## config.mk

```make
export PLATFORM = sky130hd
export DESIGN_NAME = ipls_seq
export DESIGN_NICKNAME = d
export VERILOG_FILES = /design/src/ipls_pkg.sv /design/src/ipls_spi_shift.sv /design/src/ipls_seq.sv
export SDC_FILE = /design/constraint.sdc
export NUM_CORES = 1
export LEC_CHECK = 0
export CAP_MARGIN = 20
export CORE_UTILIZATION = 25
export DETAILED_ROUTE_END_ITERATION = 8
export DONT_BUFFER_PORTS = 1
export GPL_TIMING_DRIVEN = 0
export PLACE_DENSITY = 0.39
export SETUP_SLACK_MARGIN = 0.02
export SYNTH_ARGS = -nofsm -noshare
export SYNTH_HDL_FRONTEND = slang
export SYNTH_HIERARCHICAL = 1
export SYNTH_SLANG_ARGS = --single-unit
```

## constraint.sdc

```tcl
create_clock -name clk_in -period 3 [get_ports clk_in]
set_input_delay 0.3 -clock clk_in [delete_from_list [all_inputs] [get_ports clk_in]]
set_output_delay 0.3 -clock clk_in [all_outputs]
set_load 0.03 [all_outputs]
```

## src/ipls_pkg.sv

```systemverilog
// Purpose: shared constants for start-up, park and light sequencing
// Assumes: 250 MHz system clock
// Notes: timing counts derive from printed times and the clock rate
package ipls_pkg;
  localparam int CLK_HZ = 250_000_000;
  localparam int LED_DELAY_MS = 100;
  localparam int LED_DELAY_CYC = LED_DELAY_MS * (CLK_HZ / 1000);
  localparam int I2C_QUIET_MS = 100;
  localparam int I2C_QUIET_CYC = I2C_QUIET_MS * (CLK_HZ / 1000);
  localparam int PARK_WINDOW_US = 500;
  localparam int PARK_WINDOW_CYC = PARK_WINDOW_US * (CLK_HZ / 1_000_000);
  localparam int SCLK_HALF_CYC = 4;
  localparam int GPIO_PULSE_CYC = 16;
  localparam int CFG_BYTES = 4;
  localparam logic [7:0] FLASH_READ_CMD = 8'h03;
  localparam logic [7:0] AUX_STATUS_CMD = 8'h05;
  localparam logic [7:0] CFG_ADDR_BYTE = 8'h00;
  // arbitrary signature value marking a valid configuration image
  localparam logic [7:0] CFG_SIGNATURE = 8'h5A;
  localparam int CFG_SEL_LSB = 0;
  localparam int CFG_DRV_BIT = 2;
  localparam logic [1:0] LIGHT_SEL_OFF = 2'h0;
  typedef enum {
    IPLS_WAIT, IPLS_FL_CMD, IPLS_FL_ADDR, IPLS_FL_READ,
    IPLS_AUX_CMD, IPLS_AUX_READ, IPLS_DONE_HI, IPLS_RUN
  } ipls_state_t;
endpackage

```

## src/ipls_spi_shift.sv

```systemverilog
// Purpose: one-byte serial flash shifter, clock idle low
// Assumes: miso already synchronised; chip selects held by the caller
// Notes: data out changes on falling serial clock, data in taken on rising
`timescale 1ns/1ps
module ipls_spi_shift
  import ipls_pkg::*;
#(
  parameter int HALF = SCLK_HALF_CYC
) (
  input wire logic clk_in,
  input wire logic rst_n_in,
  input wire logic start_in,
  input wire logic [7:0] tx_byte_in,
  input wire logic miso_in,
  output logic sclk_out,
  output logic mosi_out,
  output logic done_out,
  output logic [7:0] rx_byte_out
);
  logic busy_r;
  logic [7:0] div_r;
  logic [2:0] bit_r;
  logic [7:0] tx_r;
  logic tick;

  assign tick = busy_r && (div_r == 8'(HALF - 1));

  always_ff @(posedge clk_in or negedge rst_n_in) begin
    if (!rst_n_in) begin
      div_r <= 8'h00;
    end else if (!busy_r || tick) begin
      div_r <= 8'h00;
    end else begin
      div_r <= div_r + 8'h01;
    end
  end

  always_ff @(posedge clk_in or negedge rst_n_in) begin
    if (!rst_n_in) begin
      busy_r <= 1'b0;
      sclk_out <= 1'b0;
      mosi_out <= 1'b0;
      bit_r <= 3'h0;
      tx_r <= 8'h00;
      rx_byte_out <= 8'h00;
      done_out <= 1'b0;
    end else begin
      done_out <= 1'b0;
      if (start_in && !busy_r) begin
        busy_r <= 1'b1;
        tx_r <= {tx_byte_in[6:0], 1'b0};
        mosi_out <= tx_byte_in[7];
        bit_r <= 3'h0;
      end else if (tick && !sclk_out) begin
        sclk_out <= 1'b1;
        rx_byte_out <= {rx_byte_out[6:0], miso_in};
      end else if (tick) begin
        sclk_out <= 1'b0;
        bit_r <= bit_r + 3'h1;
        if (bit_r == 3'h7) begin
          busy_r <= 1'b0;
          done_out <= 1'b1;
        end else begin
          mosi_out <= tx_r[7];
          tx_r <= {tx_r[6:0], 1'b0};
        end
      end
    end
  end

  a_rx_after_rise: assert property (@(posedge clk_in) disable iff (!rst_n_in)
    $rose(sclk_out) |-> rx_byte_out[0] == $past(miso_in))
    else $error("serial input not captured on clock rise");
endmodule

```

## src/ipls_seq.sv

```systemverilog
// Notes on behaviour
// configuration starts only after reset release
// six outputs undriven while reset held
// host raises park near reset release
// host lowers park before removing power
// light enable low forces driver off, select 00
// light outputs held off 100 ms after enable
// host waits 100 ms before bus traffic
// select 0 picks the serial flash
// select 1 picks the auxiliary serial device
// commands and data leave on serial out
// returned data captured on serial in
// pin 4 pulses on init done, then errors
// enable drop restarts the 100 ms delay
//
// Purpose: start-up configuration, park tracking and light output gating
// Assumes: park and light enable arrive asynchronously; reset is power-on
// Notes: the configuration image sets the normal light select and driver state
`timescale 1ns/1ps
module ipls_seq
  import ipls_pkg::*;
#(
  parameter int LED_DELAY_P = LED_DELAY_CYC,
  parameter int I2C_QUIET_P = I2C_QUIET_CYC,
  parameter int PARK_WINDOW_P = PARK_WINDOW_CYC,
  parameter int N_CFG = CFG_BYTES
) (
  input wire logic clk_in,
  input wire logic rst_n_in,
  input wire logic park_n_in,
  input wire logic light_source_enable_in,
  input wire logic serial_flash_miso_in,
  output logic mirror_power_enable_out,
  output logic mirror_power_enable_oe_out,
  output logic light_driver_on_out,
  output logic light_driver_on_oe_out,
  output logic [1:0] light_select_field_out,
  output logic light_select_field_oe_out,
  output logic serial_flash_clock_out,
  output logic serial_flash_clock_oe_out,
  output logic serial_flash_mosi_out,
  output logic serial_flash_mosi_oe_out,
  output logic flash_select_n_out,
  output logic flash_select_n_oe_out,
  output logic aux_device_select_n_out,
  output logic init_done_irq_pin_out,
  output logic i2c_quiet_done_out
);
  ipls_state_t state_r;
  logic [1:0] rel_r;
  logic [1:0] park_sy_r;
  logic [1:0] led_sy_r;
  logic [1:0] miso_sy_r;
  logic drive_r;
  logic [31:0] led_cnt_r;
  logic [31:0] quiet_cnt_r;
  logic [31:0] park_cnt_r;
  logic [7:0] pulse_cnt_r;
  logic [3:0] idx_r;
  logic start_r;
  logic [7:0] tx_r;
  logic sh_done;
  logic [7:0] sh_rx;
  logic [1:0] cfg_sel_r;
  logic cfg_drv_r;
  logic err_pend_r;
  logic park_err_r;
  logic released;
  logic park_hi;
  logic led_en;

  assign released = rel_r[1];
  assign park_hi = park_sy_r[1];
  assign led_en = led_sy_r[1];

  // release of the async reset is itself retimed before anything starts
  always_ff @(posedge clk_in or negedge rst_n_in) begin
    if (!rst_n_in) begin
      rel_r <= 2'h0;
    end else begin
      rel_r <= {rel_r[0], 1'b1};
    end
  end

  always_ff @(posedge clk_in or negedge rst_n_in) begin
    if (!rst_n_in) begin
      park_sy_r <= 2'h0;
      led_sy_r <= 2'h0;
      miso_sy_r <= 2'h0;
    end else begin
      park_sy_r <= {park_sy_r[0], park_n_in};
      led_sy_r <= {led_sy_r[0], light_source_enable_in};
      miso_sy_r <= {miso_sy_r[0], serial_flash_miso_in};
    end
  end

  // output enables come up only after release
  always_ff @(posedge clk_in or negedge rst_n_in) begin
    if (!rst_n_in) begin
      drive_r <= 1'b0;
    end else begin
      drive_r <= released;
    end
  end

  assign mirror_power_enable_oe_out = drive_r;
  assign light_driver_on_oe_out = drive_r;
  assign light_select_field_oe_out = drive_r;
  assign serial_flash_clock_oe_out = drive_r;
  assign serial_flash_mosi_oe_out = drive_r;
  assign flash_select_n_oe_out = drive_r;

  ipls_spi_shift #(
    .HALF(SCLK_HALF_CYC)
  ) u_shift (
    .clk_in(clk_in),
    .rst_n_in(rst_n_in),
    .start_in(start_r),
    .tx_byte_in(tx_r),
    .miso_in(miso_sy_r[1]),
    .sclk_out(serial_flash_clock_out),
    .mosi_out(serial_flash_mosi_out),
    .done_out(sh_done),
    .rx_byte_out(sh_rx)
  );

  // configuration sequence: flash read, then one status byte from aux device
  always_ff @(posedge clk_in or negedge rst_n_in) begin
    if (!rst_n_in) begin
      state_r <= IPLS_WAIT;
      idx_r <= 4'h0;
      start_r <= 1'b0;
      tx_r <= 8'h00;
      flash_select_n_out <= 1'b1;
      aux_device_select_n_out <= 1'b1;
      cfg_sel_r <= LIGHT_SEL_OFF;
      cfg_drv_r <= 1'b0;
      err_pend_r <= 1'b0;
      pulse_cnt_r <= 8'h00;
      init_done_irq_pin_out <= 1'b0;
    end else begin
      start_r <= 1'b0;
      if (park_err_r) begin
        err_pend_r <= 1'b1;
      end
      case (state_r)
        IPLS_WAIT: begin
          if (released) begin
            state_r <= IPLS_FL_CMD;
            flash_select_n_out <= 1'b0;
            tx_r <= FLASH_READ_CMD;
            start_r <= 1'b1;
          end
        end
        IPLS_FL_CMD, IPLS_FL_ADDR: begin
          if (sh_done) begin
            tx_r <= CFG_ADDR_BYTE;
            start_r <= 1'b1;
            idx_r <= idx_r + 4'h1;
            if (state_r == IPLS_FL_CMD) begin
              state_r <= IPLS_FL_ADDR;
              idx_r <= 4'h0;
            end else if (idx_r == 4'h2) begin
              state_r <= IPLS_FL_READ;
              idx_r <= 4'h0;
            end
          end
        end
        IPLS_FL_READ: begin
          if (sh_done) begin
            if (idx_r == 4'h0 && sh_rx != CFG_SIGNATURE) begin
              err_pend_r <= 1'b1;
            end
            if (idx_r == 4'h1) begin
              cfg_sel_r <= sh_rx[CFG_SEL_LSB +: 2];
              cfg_drv_r <= sh_rx[CFG_DRV_BIT];
            end
            idx_r <= idx_r + 4'h1;
            if (idx_r == 4'(N_CFG - 1)) begin
              state_r <= IPLS_AUX_CMD;
              flash_select_n_out <= 1'b1;
              aux_device_select_n_out <= 1'b0;
              tx_r <= AUX_STATUS_CMD;
            end
            start_r <= 1'b1;
          end
        end
        IPLS_AUX_CMD: begin
          if (sh_done) begin
            state_r <= IPLS_AUX_READ;
            tx_r <= 8'h00;
            start_r <= 1'b1;
          end
        end
        IPLS_AUX_READ: begin
          if (sh_done) begin
            aux_device_select_n_out <= 1'b1;
            if (sh_rx != 8'h00) begin
              err_pend_r <= 1'b1;
            end
            state_r <= IPLS_DONE_HI;
            init_done_irq_pin_out <= 1'b1;
            pulse_cnt_r <= 8'h00;
          end
        end
        IPLS_DONE_HI: begin
          pulse_cnt_r <= pulse_cnt_r + 8'h01;
          if (pulse_cnt_r == 8'(GPIO_PULSE_CYC - 1)) begin
            init_done_irq_pin_out <= 1'b0;
            state_r <= IPLS_RUN;
            pulse_cnt_r <= 8'h00;
          end
        end
        IPLS_RUN: begin
          // error pulses follow the done pulse, one at a time, low gap between
          if (pulse_cnt_r != 8'h00) begin
            pulse_cnt_r <= pulse_cnt_r + 8'h01;
            if (pulse_cnt_r == 8'(2 * GPIO_PULSE_CYC - 1)) begin
              pulse_cnt_r <= 8'h00;
            end
            if (pulse_cnt_r == 8'(GPIO_PULSE_CYC)) begin
              init_done_irq_pin_out <= 1'b0;
            end
          end else if (err_pend_r && !park_err_r) begin
            err_pend_r <= 1'b0;
            init_done_irq_pin_out <= 1'b1;
            pulse_cnt_r <= 8'h01;
          end
        end
        default: state_r <= IPLS_WAIT;
      endcase
    end
  end

  // park must be high by the window's end; a late park is flagged as an error
  always_ff @(posedge clk_in or negedge rst_n_in) begin
    if (!rst_n_in) begin
      park_cnt_r <= 32'h0;
      park_err_r <= 1'b0;
    end else begin
      park_err_r <= 1'b0;
      if (released && park_cnt_r <= 32'(PARK_WINDOW_P)) begin
        park_cnt_r <= park_cnt_r + 32'h1;
        if (park_cnt_r == 32'(PARK_WINDOW_P) && !park_hi) begin
          park_err_r <= 1'b1;
        end
      end
    end
  end

  // mirrors powered only in normal operation with park high
  always_ff @(posedge clk_in or negedge rst_n_in) begin
    if (!rst_n_in) begin
      mirror_power_enable_out <= 1'b0;
    end else begin
      mirror_power_enable_out <= park_hi && state_r == IPLS_RUN;
    end
  end

  // bus quiet time measured from both park and reset high
  always_ff @(posedge clk_in or negedge rst_n_in) begin
    if (!rst_n_in) begin
      quiet_cnt_r <= 32'h0;
      i2c_quiet_done_out <= 1'b0;
    end else if (!(released && park_hi)) begin
      quiet_cnt_r <= 32'h0;
      i2c_quiet_done_out <= 1'b0;
    end else if (quiet_cnt_r < 32'(I2C_QUIET_P)) begin
      quiet_cnt_r <= quiet_cnt_r + 32'h1;
    end else begin
      i2c_quiet_done_out <= 1'b1;
    end
  end

  always_ff @(posedge clk_in or negedge rst_n_in) begin
    if (!rst_n_in) begin
      led_cnt_r <= 32'h0;
    end else begin
      if (!led_en) begin
        led_cnt_r <= 32'h0;
      end else if (led_cnt_r < 32'(LED_DELAY_P)) begin
        led_cnt_r <= led_cnt_r + 32'h1;
      end
    end
  end

  always_ff @(posedge clk_in or negedge rst_n_in) begin
    if (!rst_n_in) begin
      light_driver_on_out <= 1'b0;
      light_select_field_out <= LIGHT_SEL_OFF;
    end else if (!led_en || led_cnt_r < 32'(LED_DELAY_P) || state_r != IPLS_RUN) begin
      light_driver_on_out <= 1'b0;
      light_select_field_out <= LIGHT_SEL_OFF;
    end else begin
      light_driver_on_out <= cfg_drv_r;
      light_select_field_out <= cfg_sel_r;
    end
  end

  // length of the current high stretch on pin 4, read only by the pulse check
  logic [7:0] pin_hi_cnt_r;

  always_ff @(posedge clk_in or negedge rst_n_in) begin
    if (!rst_n_in) begin
      pin_hi_cnt_r <= 8'h00;
    end else if (init_done_irq_pin_out) begin
      pin_hi_cnt_r <= pin_hi_cnt_r + 8'h01;
    end else begin
      pin_hi_cnt_r <= 8'h00;
    end
  end

  a_oe_while_held: assert property (@(posedge clk_in) disable iff (!rst_n_in)
    !released |-> !drive_r && !mirror_power_enable_oe_out)
    else $error("outputs driven before release");
  a_cfg_not_early: assert property (@(posedge clk_in) disable iff (!rst_n_in)
    !released |=> state_r == IPLS_WAIT && flash_select_n_out)
    else $error("configuration began before release");
  a_light_forced_off: assert property (@(posedge clk_in) disable iff (!rst_n_in)
    !led_en |=> !light_driver_on_out && light_select_field_out == 2'h0)
    else $error("light outputs not forced off");
  a_light_delay_hold: assert property (@(posedge clk_in) disable iff (!rst_n_in)
    led_cnt_r < 32'(LED_DELAY_P) |=> !light_driver_on_out)
    else $error("light driver released before delay");
  a_light_restart: assert property (@(posedge clk_in) disable iff (!rst_n_in)
    $fell(led_en) |=> led_cnt_r == 32'h0 ##1 !light_driver_on_out)
    else $error("light delay not restarted");
  a_flash_sel_excl: assert property (@(posedge clk_in) disable iff (!rst_n_in)
    !flash_select_n_out |-> aux_device_select_n_out)
    else $error("both selects active");
  a_aux_sel_phase: assert property (@(posedge clk_in) disable iff (!rst_n_in)
    !aux_device_select_n_out |-> state_r inside {IPLS_AUX_CMD, IPLS_AUX_READ})
    else $error("aux select outside its phase");
  a_mosi_high_hold: assert property (@(posedge clk_in) disable iff (!rst_n_in)
    serial_flash_clock_out && $past(serial_flash_clock_out)
      |-> $stable(serial_flash_mosi_out))
    else $error("serial out moved while clock high");
  a_done_pulse_start: assert property (@(posedge clk_in) disable iff (!rst_n_in)
    $rose(state_r == IPLS_DONE_HI) |-> init_done_irq_pin_out)
    else $error("init done pulse did not start");
  a_done_pulse_len: assert property (@(posedge clk_in) disable iff (!rst_n_in)
    $fell(init_done_irq_pin_out) |-> pin_hi_cnt_r == 8'(GPIO_PULSE_CYC))
    else $error("pin 4 pulse wrong length");
  a_quiet_gap: assert property (@(posedge clk_in) disable iff (!rst_n_in)
    i2c_quiet_done_out |-> $past(park_hi) && $past(quiet_cnt_r) == 32'(I2C_QUIET_P))
    else $error("quiet flag set early");

  c_init_done: cover property (@(posedge clk_in) disable iff (!rst_n_in)
    $fell(init_done_irq_pin_out) && state_r == IPLS_RUN);
  c_light_on: cover property (@(posedge clk_in) disable iff (!rst_n_in)
    $rose(light_driver_on_out));
  c_error_pulse: cover property (@(posedge clk_in) disable iff (!rst_n_in)
    state_r == IPLS_RUN && $rose(init_done_irq_pin_out));
  c_quiet_done: cover property (@(posedge clk_in) disable iff (!rst_n_in)
    $rose(i2c_quiet_done_out));
endmodule

```

# == After elaboration in Yosys (flattened, before gate mapping) ==
# Cells that the tools add are included.
# totals
elab_cells,206
out_inout_bits,16
regBits,202
latch_bits,0
rom_bits,0
input_bits,5
ram_bits,0
memories,0
# op_classes
eq_ne,36
magnitude_cmp,3
addsub,7
mul,0
bitwise,2
shift,0
n_reduce_logical,45
muxes,81
n_div,0
# ops
op,n
$mux W32,13
$pmux W32 S7,1
$eq A32 B3 Y1 const B,4
$mux W8,13
$add A32 B1 Y32 const B,3
$eq A32 B2 Y1 const B,3
$lt A32 B25 Y1 const B,2
$pmux W8 S3,2
$mux W1,38
$eq A32 B1 Y1 const B,1
$eq A32 B17 Y1 const B,1
$eq A32 B4 Y1 const B,1
$le A32 B17 Y1 const B,1
$logic_not A32 Y1,1
$ne A32 B4 Y1 const B,1
$ne A2 B1 Y1 const B,9
$add A8 B1 Y8 const B,2
$eq A8 B5 Y1 const B,2
$mux W4,4
$reduce_bool A8 Y1,2
$reduce_and A3 Y1,5
$reduce_bool A2 Y1,6
$reduce_and A5 Y1,2
$logic_and A1 B1 Y1,9
26 further kinds,48

# == Logic depth before layout (Yosys ltp) ==
# Gate-level depths: netlist of the first run.
# depth
depth_word,5
mapped_depth,8

# == Cells and area by module ==
# The synthesis of the first run kept the hierarchy.
# modules_own_cells
module,n_inst,area_each_um2,cells_per_inst
ipls_seq,1,6535.0,645
ipls_spi_shift,1,1442.6,126

# == Worst setup path before layout of the first run ==
# OpenSTA, ideal clock, no wires.
# synth_timing
kind,register to register
start,register quiet_cnt_r[8]
end,register quiet_cnt_r[22]
arrival_time_ps,1989
setup_time_ps,78
setup_slack_ps,933
required_ps,2922
path_stages_with_launch,6
path_cell_list,dfrtp_1 or4_4 o311ai_4 nand4b_4 or3_1 a21oi_1
# synth_via
elab_chain_len,3
elab_cells_between_ends,5
# synth_rtl
element,line,source
"start, declared",ipls_seq.sv:56,logic [31:0] quiet_cnt_r;
"start signal, assigned",ipls_seq.sv:269,quiet_cnt_r <= quiet_cnt_r + 32'h1;
$add A32 B1 Y32,ipls_seq.sv:269,
$mux W32,ipls_seq.sv:268,end else if (quiet_cnt_r < 32'(I2C_QUIET_P)) begin
$mux W32,ipls_seq.sv:265,end else if (!(released && park_hi)) begin
# Parallel ways exist; a longest one is shown, timed or not. The select of a mux whose other input is x is not followed.
# A chain may end at the register's enable or synchronous reset.

# == Worst setup path in the final report of the first run ==
# layout_timing
start,register quiet_cnt_r[28]
end,register quiet_cnt_r[17]
# layout_via
elab_chain_len,2
# layout_rtl
element,line
$lt A32 B25 Y1,ipls_seq.sv:268
$ne A2 B1 Y1 (no source line),-
# Every way passes these cells.

==> impl_results.md, run 1 <==
- Final setup TNS: 0 ns
- Largest stage delay, worst path: 0.60 ns
- Unrepaired setup endpoints after global routing: false
- Place WS: 0.594 ns
- Die area: 32600 um^2
- Cell Rows: 65
- Post-synth EDFFs: 0
- Failing checks: negative hold slack
- CP required: 3.30 ns
- Critical path peak fanout: 10
- Diodes inserted: 0
- Largest net degree at the start of global routing: 168
- Async set or reset register ratio after synthesis: 100%
- Hold_ws: -0.435 ns
- Clock Pin Slew Worst Setup and Hold Paths: 0.07 ns
- Pins over their slew limit: 0
- Final WL: 17.3 mm
- Top FF cell, synth: dfrtp_1
- Final HPWL DP: 11.3 mm
- Total CTS buffers: 17
- Worst skew pair latency: 0.43 ns
- Root Driver: clkbuf_16
- Final hold viol count: 167
- Maxcap violations: 0
- Antenna violations before repair: 0
- Routed Antenna Nets: 0
- Post-CTS Hold Buffers: 3
- Post-route DRC: 0
- GRT Overall Usage: 11.3%
- Synth Cell Area: 7980 um^2
- Crit path cell chain: nor4_1 > nand3_1 > a31oi_2 > clkbuf_1 > nand4_1 > xor2_1 > nor2_1
- TritonCTS clock tree: yes
- Fin area: 9120 um^2
- Setup Fix Bufs, Post-CTS: 0
- Synth top area share: 51.8%
- Core area: 31500 um^2
- GPL Wtd Cong: 0.740
- Yosys warnings: 6
- Register bit count reported by yosys: 167
- R2R setup slack: 0.57 ns
- Crit end category: flip-flop
- DR vias: 5501
- DRT Pass-1 Iters: 4
- Vias per Instance: 4.54
- Final Critical Period: 2.43 ns
- Post-CTS Resized: 0
- Starting density of the core: 25.3%
- Layout Cells excl Fill: 1212
- Final worst path period share: 81.0%
- Final setup violating endpoints: 0
- Wire length per cell: 14.3 um
- Sequential-to-total area share from yosys stat: 52.4%
- Cell taking the most area after synthesis: dfrtp_1
- Least-Margin Pin Slew: 0.880 ns
- Worst path buffer plus inverter count: 1
- Slew headroom: 40.5%
- Delay-heaviest family, CP: simple AND/OR/NAND/NOR gates
- First DRT Iteration DRCs: 344
- Util after Layout: 29.0%
- Worst-case clock skew: 0.00988 ns
- Outcome: finished with violations
- Vias in the first global route: 5589
- CTS Buffer Depth: 2
- P_leak: 3.93 nW
- Peak supply drop: 0.404 mV
- Synth area leaders: dfrtp_1 52%, xnor2_1 3.5%, and2_1 3.1%
- Worst setup path class: reg2reg
- Cell Pwr Density: 629 nW/um^2
- Mapped Cells: 771
- Unique masters post-synth: 68
- Total power: 5.74 mW
- Fraction of layout cells with a size suffix above 1: 8.89%
- Dpl cell area: 8500 um^2
- Number of I/O port buffers: 0
- Hold Path Class: in2async
- Area Growth Syn to Fin: 14.3%
- Gr ovfl total: 0
- Critical Path Source Type: flip-flop
- Placed instance count: 1177
- Die Ht: 181 um
- Fmax: 0.412 GHz
- CP max stage cell: a31oi_2
- Worst setup margin: 0.571 ns
- Boundary Pins: 21
- Data arrival time of the worst path: 2.73 ns
- Sink Count: 167
- Syn Area/Cell: 10.3 um^2
- Total Nets Final: 815
- Die width: 181 um
- H-tree levels: 4
- First-pass GRT wire length: 29.5 mm
-- worst register-to-register path, delay by kind of cell, from the launching register on --
| family | cells | cell delay, ns |
|---|---|---|
| XOR/XNOR | 1 | 0.18 |
| AO/OA/AOI/OAI | 1 | 0.60 |
| buffers and inverters | 1 | 0.45 |
| AND/OR/NAND/NOR | 4 | 0.69 |
| flip-flops | 1 | 0.38 |
-- kinds of logic (layout without fill, tap and decap cells) --
kind of cell | after synthesis | in the layout | share of synthesized area, %
adders and majority gates | 13 | 13 | 2.04
muxes | 17 | 17 | 2.32
DFF | 167 | 167 | 52.4
buffers and inverters | 65 | 100 | 3.69
xor gates and xnor gates | 57 | 57 | 6.26
and+or+nand+nor | 334 | 334 | 23.1
other | 2 | 6 | 0.0941
AOI/OAI and AO/OA | 116 | 116 | 10.1
-- Yosys cell counts (3+ instances only) --
cell type / instances
buf_6: 3
nand3_1: 42
dfrtp_1: 165
nor2b_1: 9
nand4_1: 29
a31oi_1: 14
inv_1: 17
and3_1: 29
o21ai_0: 29
a21boi_0: 3
a211oi_1: 5
buf_2: 3
o31ai_1: 7
mux2_2: 12
a41oi_1: 3
nand2b_1: 10
xnor2_1: 32
nand2_1: 53
xor2_1: 25
or3_1: 13
a221o_1: 6
a21o_1: 6
nor4_1: 8
buf_4: 6
nor2_1: 57
and4_1: 7
buf_1: 3
clkbuf_1: 32
nor3_1: 18
and2_1: 39
mux2i_1: 5
a21oi_1: 25
nor4b_1: 4
ha_1: 13
-- power breakdown --
part           total, mW  internal (mW)  switching (mW)
registers           2.69           2.46           0.234
logic              0.808          0.368           0.440
clock network       2.24           1.26           0.979
-- worst paths after layout --
kind	start	endpoint	cells past startpoint
setup / recovery	quiet_cnt_r[28]	quiet_cnt_r[17]	7
hold / removal	rst_n_in	led_cnt_r[13]	0
setup reg to reg	quiet_cnt_r[28]	quiet_cnt_r[17]	7
hold reg to reg	led_sy_r[0]	led_sy_r[1]	0
max in group asynchronous	rst_n_in	flash_select_n_out	0
min in group clk_in	led_sy_r[0]	led_sy_r[1]	0
-- layout make-up --
cell class              count  area (um^2)
multi-input cells         543         3520
inverters                  17         63.8
plain buffers              48          230
flip-flops and latches    167         4180
fillers                  3259        22400
well taps                 402          503
clock inverters            13          149
repair buffers              3         30.0
clock buffers              19          443
-- metal layers --
layer	track usage [%]	part of all wire [%]	wire, um
met2	17.3	44	7680
met3	2.75	2.6	442
met5	0	0	0
met4	3.49	0.99	172
met1	15.7	52	9000
-- flip-flops by register name, summed over array words and instances (netlist names), 3 cells and up --
register / flops
u_shift/bit_r: 3
u_shift/tx_r: 7
quiet_cnt_r: 32
pulse_cnt_r: 8
tx_r: 3
state_r: 3
u_shift/rx_byte_out: 8
park_cnt_r: 32
u_shift/div_r: 8
idx_r: 4
led_cnt_r: 32
-- placed cells by master, fill, tap and decap left out, types with 4 or more instances in the layout --
| cell | netlist | routed |
|---|---|---|
| xnor2_1 | 32 | 32 |
| nor2b_1 | 9 | 9 |
| xor2_1 | 25 | 25 |
| clkbuf_1 | 32 | 33 |
| nand2b_1 | 10 | 10 |
| o21ai_0 | 29 | 29 |
| o31ai_1 | 7 | 7 |
| and2_1 | 39 | 39 |
| a21oi_1 | 25 | 25 |
| clkbuf_16 | 0 | 17 |
| nand3_1 | 42 | 42 |
| a221o_1 | 6 | 6 |
| and4_1 | 7 | 7 |
| clkinvlp_4 | 0 | 8 |
| nor4_1 | 8 | 8 |
| nand4_1 | 29 | 29 |
| mux2_2 | 12 | 12 |
| nor2_1 | 57 | 57 |
| a211oi_1 | 5 | 5 |
| ha_1 | 13 | 13 |
| nor3_1 | 18 | 18 |
| and3_1 | 29 | 29 |
| a21o_1 | 6 | 6 |
| dfrtp_1 | 165 | 165 |
| nand2_1 | 53 | 53 |
| buf_4 | 6 | 6 |
| or3_1 | 13 | 13 |
| mux2i_1 | 5 | 5 |
| a31oi_1 | 14 | 14 |
| inv_1 | 17 | 17 |
| nor4b_1 | 4 | 4 |
| conb_1 | 2 | 6 |
Power figures use the tool's default switching activity.
==> inputs of run 2 (changes only) <==
- clock period: 3 -> 2.5 ns (I/O delays scaled with it)
==> run 2 against run 1 <==
Effect of this change: the flow still finishes with violations (negative hold slack); hold slack worse by 0.049 ns; cell count is 0.25% higher; die area stayed put; critical endpoint is now idx_r[0]; largest power group unchanged.
==> impl_results.md, run 2 (synthesized netlist as in run 1, its figures left out) <==
- Outcome: finished with violations
- Failing checks: negative hold slack
- Commonest non-fill, non-tap cell in the layout: dfrtp_1
- Post-CTS Hold Buffers: 3
- Routed Antenna Nets: 0
- Data arrival time of the worst path: 2.60 ns
- Die width: 181 um
- DR vias: 5520
- Worst setup margin: 0.202 ns
- CP required: 2.80 ns
- Final setup TNS: 0 ns
- Fraction of layout cells with a size suffix above 1: 9.59%
- Wire length per cell: 14.2 um
- Clock Pin Slew Worst Setup and Hold Paths: 0.07 ns
- Cell Pwr Density: 751 nW/um^2
- Commonest non-fill, non-tap cells in the layout: 165 x dfrtp_1, 57 x nor2_1, 53 x nand2_1
- Worst skew pair latency: 0.43 ns
- Fmax: 0.435 GHz
- H-tree levels: 4
- Largest net degree at the start of global routing: 168
- Hold Path Class: in2async
- Peak supply drop: 0.482 mV
- Pins over their slew limit: 0
- Maxcap violations: 0
- Critical path peak fanout: 10
- Boundary Pins: 21
- Dpl cell area: 8500 um^2
- GRT Overall Usage: 11.3%
- Hold_ws: -0.484 ns
- Worst-case clock skew: 0.00897 ns
- Unrepaired setup endpoints after global routing: false
- Final WL: 17.3 mm
- Area Growth Syn to Fin: 15.0%
- Total Nets Final: 818
- First DRT Iteration DRCs: 348
- Total CTS buffers: 17
- Crit path cell chain: buf_1 > buf_1 > clkbuf_1 > o21ai_0 > nand2_1 > o31ai_1
- Diodes inserted: 0
- Final worst path period share: 91.9%
- Root Driver: clkbuf_16
- Largest stage delay, worst path: 0.46 ns
- Gr ovfl total: 0
- Die Ht: 181 um
- TritonCTS clock tree: yes
- P_leak: 3.95 nW
- Core area: 31500 um^2
- Number of I/O port buffers: 0
- Final HPWL DP: 11.3 mm
- Vias in the first global route: 5589
- Final Critical Period: 2.30 ns
- Antenna violations before repair: 0
- Die area: 32600 um^2
- Place WS: 0.0939 ns
- Final hold viol count: 167
- Least-Margin Pin Slew: 0.895 ns
- Critical Path Source Type: flip-flop
- First-pass GRT wire length: 29.5 mm
- Vias per Instance: 4.54
- CP dominant cell by count: buf_1
- Final setup violating endpoints: 0
- CP max stage cell: dfrtp_1
- Crit end category: flip-flop
- Slew headroom: 39.5%
- Worst setup path class: reg2reg
- DRT Pass-1 Iters: 5
- CTS Buffer Depth: 2
- Largest regs: led_cnt_r (32), park_cnt_r (32), quiet_cnt_r (32)
- Fin area: 9170 um^2
- Post-route DRC: 0
- Starting density of the core: 25.3%
- GPL Wtd Cong: 0.740
- Cell Rows: 65
- Sink Count: 167
[run 2: worst max-delay path, delay by kind of cell (launching register included)]
family,cells,cell delay [ns]
AOI/OAI and AO/OA,2,0.32
and+or+nand+nor,1,0.12
DFF,1,0.46
buffers and inverters,3,1.27
[run 2: area by class of cell]
type,count,area (um^2)
Fill cell,3251,22300
Sequential cell,167,4180
Multi-Input combinational cell,543,3550
Tap cell,402,503
Clock buffer,19,443
Buffer,48,231
Clock inverter,13,149
Inverter,17,63.8
Timing Repair Buffer,6,52.6
[run 2: final timing paths]
kind | from | endpoint | slack (ns) | cells past startpoint
max | state_r[0] | idx_r[0] | 0.20 | 6
min | rst_n_in | led_cnt_r[13] | -0.48 | 0
max in group asynchronous | rst_n_in | flash_select_n_out | 2.68 | 0
min in group clk_in | led_sy_r[0] | led_sy_r[1] | 0.35 | 0
min reg2reg | led_sy_r[0] | led_sy_r[1] | 0.35 | 0
max reg2reg | state_r[0] | idx_r[0] | 0.20 | 6
[run 2: where the power goes]
part | internal, mW | leakage [nW] | switching (mW)
sequential | 2.95 | 2.25 | 0.281
clock | 1.51 | 0.262 | 1.17
combinational | 0.442 | 1.44 | 0.528
[run 2: repair_timing]
item                                   CTS  global route
setup endpoints to repair                0            31
gates resized for setup                  0             6
buffers inserted                         0             3
endpoints found under the hold margin  170           167
[run 2: through the flow]
step / power, mW / utilization (%) / instances
floorplan: 4.01 / - / 775
detailed placement: 4.27 / 27.0 / 1177
global route: 7.27 / 29.1 / 1215
global placement: 4.27 / 27.0 / 1177
CTS: 7.03 / 29.0 / 1212
finish: 6.88 / 29.1 / 1215
[run 2: metal layers]
layer	vias to the layer above	part of all wire [%]	GRT usage, %
li1	2778	-	-
met1	2682	52	15.7
met2	49	44	17.3
met3	11	2.4	2.75
met4	0	1.0	3.49
met5	-	0	0
==> inputs of run 3 (changes only) <==
- ABC_AREA: not set -> 1
- CORE_ASPECT_RATIO: not set -> 1.25
- clock period: 2.5 -> 2.8 ns (I/O delays scaled with it)
==> run 3 against run 2 <==
Effect of this change: the flow still finishes with violations (negative hold slack); register-to-register slack improved by 0.73 ns; global-route usage increased by 1.5 points; hold slack better by 0.031 ns; critical path type unchanged; non-clock buffer count down 10; area after synthesis increased by 13%; maximum frequency rose by 23%; clock skew increased by 0.0030 ns.
==> impl_results.md, run 3 <==
- Outcome: finished with violations
- Failing checks: negative hold slack
- Synth area leaders: dfrtp_1 46%, nand2_1 17%, nor2_1 7.0%
- Leading cell types by count after synthesis: 404 x nand2_1, 169 x nor2_1, 165 x dfrtp_1
- Vias per Instance: 4.32
- Critical Path Source Type: flip-flop
- Final setup TNS: 0 ns
- H-tree levels: 4
- Unrepaired setup endpoints after global routing: false
- Total CTS buffers: 17
- Cell Rows: 77
- GRT Overall Usage: 12.8%
- Register bit count reported by yosys: 167
- First DRT Iteration DRCs: 315
- P_leak: 4.91 nW
- Final HPWL DP: 15.4 mm
- Post-synth EDFFs: 0
- Synth top area share: 45.8%
- Data arrival time of the worst path: 2.24 ns
- Psw: 2.21 mW
- Sink Count: 167
- Yosys warnings: 6
- FF-to-FF Start: rel_r[1]
- Maxcap violations: 0
- Sequential cell fraction of total power: 45.3%
- Root Driver: clkbuf_16
- Area Growth Syn to Fin: 13.8%
- Final worst path period share: 66.7%
- Worst setup path class: reg2reg
- Cell taking the most area after synthesis: dfrtp_1
- CTS Buffer Depth: 2
- Unique masters post-synth: 46
- Peak supply drop: 0.464 mV
- FF-to-FF End: quiet_cnt_r[22]
- Least-Margin Pin Slew: 0.560 ns
- Worst-case clock skew: 0.0120 ns
- Fmax: 0.536 GHz
- Hold Path Class: in2async
- R2R setup slack: 0.93 ns
- Fraction of layout cells with a size suffix above 1: 7.93%
- Mapped Cells: 1209
- Final setup violating endpoints: 0
- Clock Pin Slew Worst Setup and Hold Paths: 0.07 ns
- Starting density of the core: 25.4%
- Die Ht: 214 um
- Gr ovfl total: 0
- DRT Pass-1 Iters: 5
- Critical path peak fanout: 10
- Final WL: 21.9 mm
- Commonest non-fill, non-tap cells in the layout: 404 x nand2_1, 169 x nor2_1, 165 x dfrtp_1
- Total Nets Final: 1253
- Setup Fix Bufs, Post-CTS: 0
- Slew headroom: 62.7%
- CP required: 3.17 ns
- DR vias: 7435
- Top FF cell, synth: dfrtp_1
- Post-CTS Resized: 0
- Final Critical Period: 1.87 ns
- Boundary Pins: 21
- Synth Cell Area: 9010 um^2
- Number of I/O port buffers: 0
- Post-CTS Hold Buffers: 3
- Fillers: 3937
- Largest regs: led_cnt_r (32), park_cnt_r (32), quiet_cnt_r (32)
- Post-route DRC: 0
- Core area: 35500 um^2
- Sw Ratio: 33.0%
- GPL Wtd Cong: 0.840
- Pins over their slew limit: 0
- Diodes inserted: 0
- Crit end category: flip-flop
- Worst skew pair latency: 0.44 ns
- Async set or reset register ratio after synthesis: 100%
- Commonest non-fill, non-tap cell in the layout: nand2_1
- Hold_ws: -0.454 ns
- Vias in the first global route: 7513
- Int Pwr: 4.50 mW
- Die area: 36800 um^2
- First-pass GRT wire length: 37.4 mm
- Final hold viol count: 167
- Largest net degree at the start of global routing: 168
- Cell Pwr Density: 655 nW/um^2
- TritonCTS clock tree: yes
- Syn Area/Cell: 7.45 um^2
- Cells on worst reg2reg path: 5
- Sequential-to-total area share from yosys stat: 46.4%
- Die width: 172 um
- Clk pwr share: 36.8%
- Combinational Power Share: 18.0%
- Most numerous cell in the Yosys netlist: nand2_1
- Wire length per cell: 12.7 um
- Antenna violations before repair: 0
- Routed Antenna Nets: 0
-- run 3: cell types whose count changed after synthesis, moves of 12 or more --
| cell | change |
|---|---|
| a31oi_1 | -12 |
| and2_1 | -38 |
| and3_1 | -28 |
| clkbuf_1 | -12 |
| inv_1 | +99 |
| mux2_2 | -12 |
| nand2_1 | +351 |
| nand3_1 | +64 |
| nor2_1 | +112 |
| or3_1 | -13 |
| xnor2_1 | -21 |
-- run 3: critical path, stage by stage, from the launching register on --
cell and delay [ns]:
dfrtp_1 0.46, nand2_1 0.21, inv_2 0.26, clkbuf_1 0.48, nand3_1 0.21, o21ai_2 0.16
-- run 3: routing by layer --
| metal | share of wire [%] | routed length [um] | up-vias | global-route usage (%) |
|---|---|---|---|---|
| li1 | - | - | 3851 | - |
| met1 | 47 | 10200 | 3483 | 15.7 |
| met2 | 49 | 10800 | 74 | 22.0 |
| met3 | 2.1 | 457 | 27 | 2.27 |
| met4 | 2.0 | 447 | 0 | 5.19 |
| met5 | 0 | 0 | - | 0 |
-- run 3: worst max path at each step --
stage,startpoint,to,slack [ns],cells past startpoint
finish,rel_r[1],quiet_cnt_r[22],0.93,5
global route,rel_r[1],quiet_cnt_r[22],0.79,5
CTS,park_sy_r[1],quiet_cnt_r[22],0.89,5
detailed placement,park_sy_r[1],quiet_cnt_r[22],0.90,5
global placement,park_sy_r[1],quiet_cnt_r[22],0.89,5
floorplan,led_cnt_r[0],led_cnt_r[16],1.35,8
-- run 3: final cells by class --
| cell class | count | area [um^2] | area share [%] |
|---|---|---|---|
| Tap cell | 474 | 593 | 5.79 |
| Clock buffer | 19 | 443 | 4.32 |
| Clock inverter | 13 | 160 | 1.56 |
| Multi-Input combinational cell | 881 | 4130 | 40.3 |
| Timing Repair Buffer | 3 | 30.0 | 0.293 |
| Buffer | 41 | 236 | 2.31 |
| Sequential cell | 167 | 4180 | 40.8 |
| Inverter | 124 | 473 | 4.61 |
-- run 3: cell families after synthesis --
logic type                 synth area share [%]
AOI/OAI and AO/OA                          4.18
xor gates and xnor gates                   3.40
adders and majority gates                  1.81
buffers and inverters                      7.87
DFF                                        46.4
other                                    0.0834
and+or+nand+nor                            36.2
-- run 3: stage by stage --
step / setup WS, ns / util [%] / cell area, um^2 / std cells / total power [mW]
2_1_floorplan: 1.35 / - / 9020 / 1213 / 4.00
3_3_place_gp: 0.887 / 27.1 / 9620 / 1687 / 4.31
3_5_place_dp: 0.898 / 27.1 / 9620 / 1687 / 4.32
4_1_cts: 0.893 / 28.9 / 10200 / 1722 / 6.87
5_1_grt: 0.785 / 28.9 / 10200 / 1722 / 7.17
6_report: 0.933 / 28.9 / 10200 / 1722 / 6.71
-- run 3: power by group through the flow --
stage	logic, mW	clock network [mW]	registers (mW)
2_1_floorplan	0.984	0	3.01
3_3_place_gp	1.22	0	3.09
3_5_place_dp	1.23	0	3.09
4_1_cts	1.23	2.59	3.05
5_1_grt	1.41	2.67	3.09
6_report	1.21	2.47	3.04
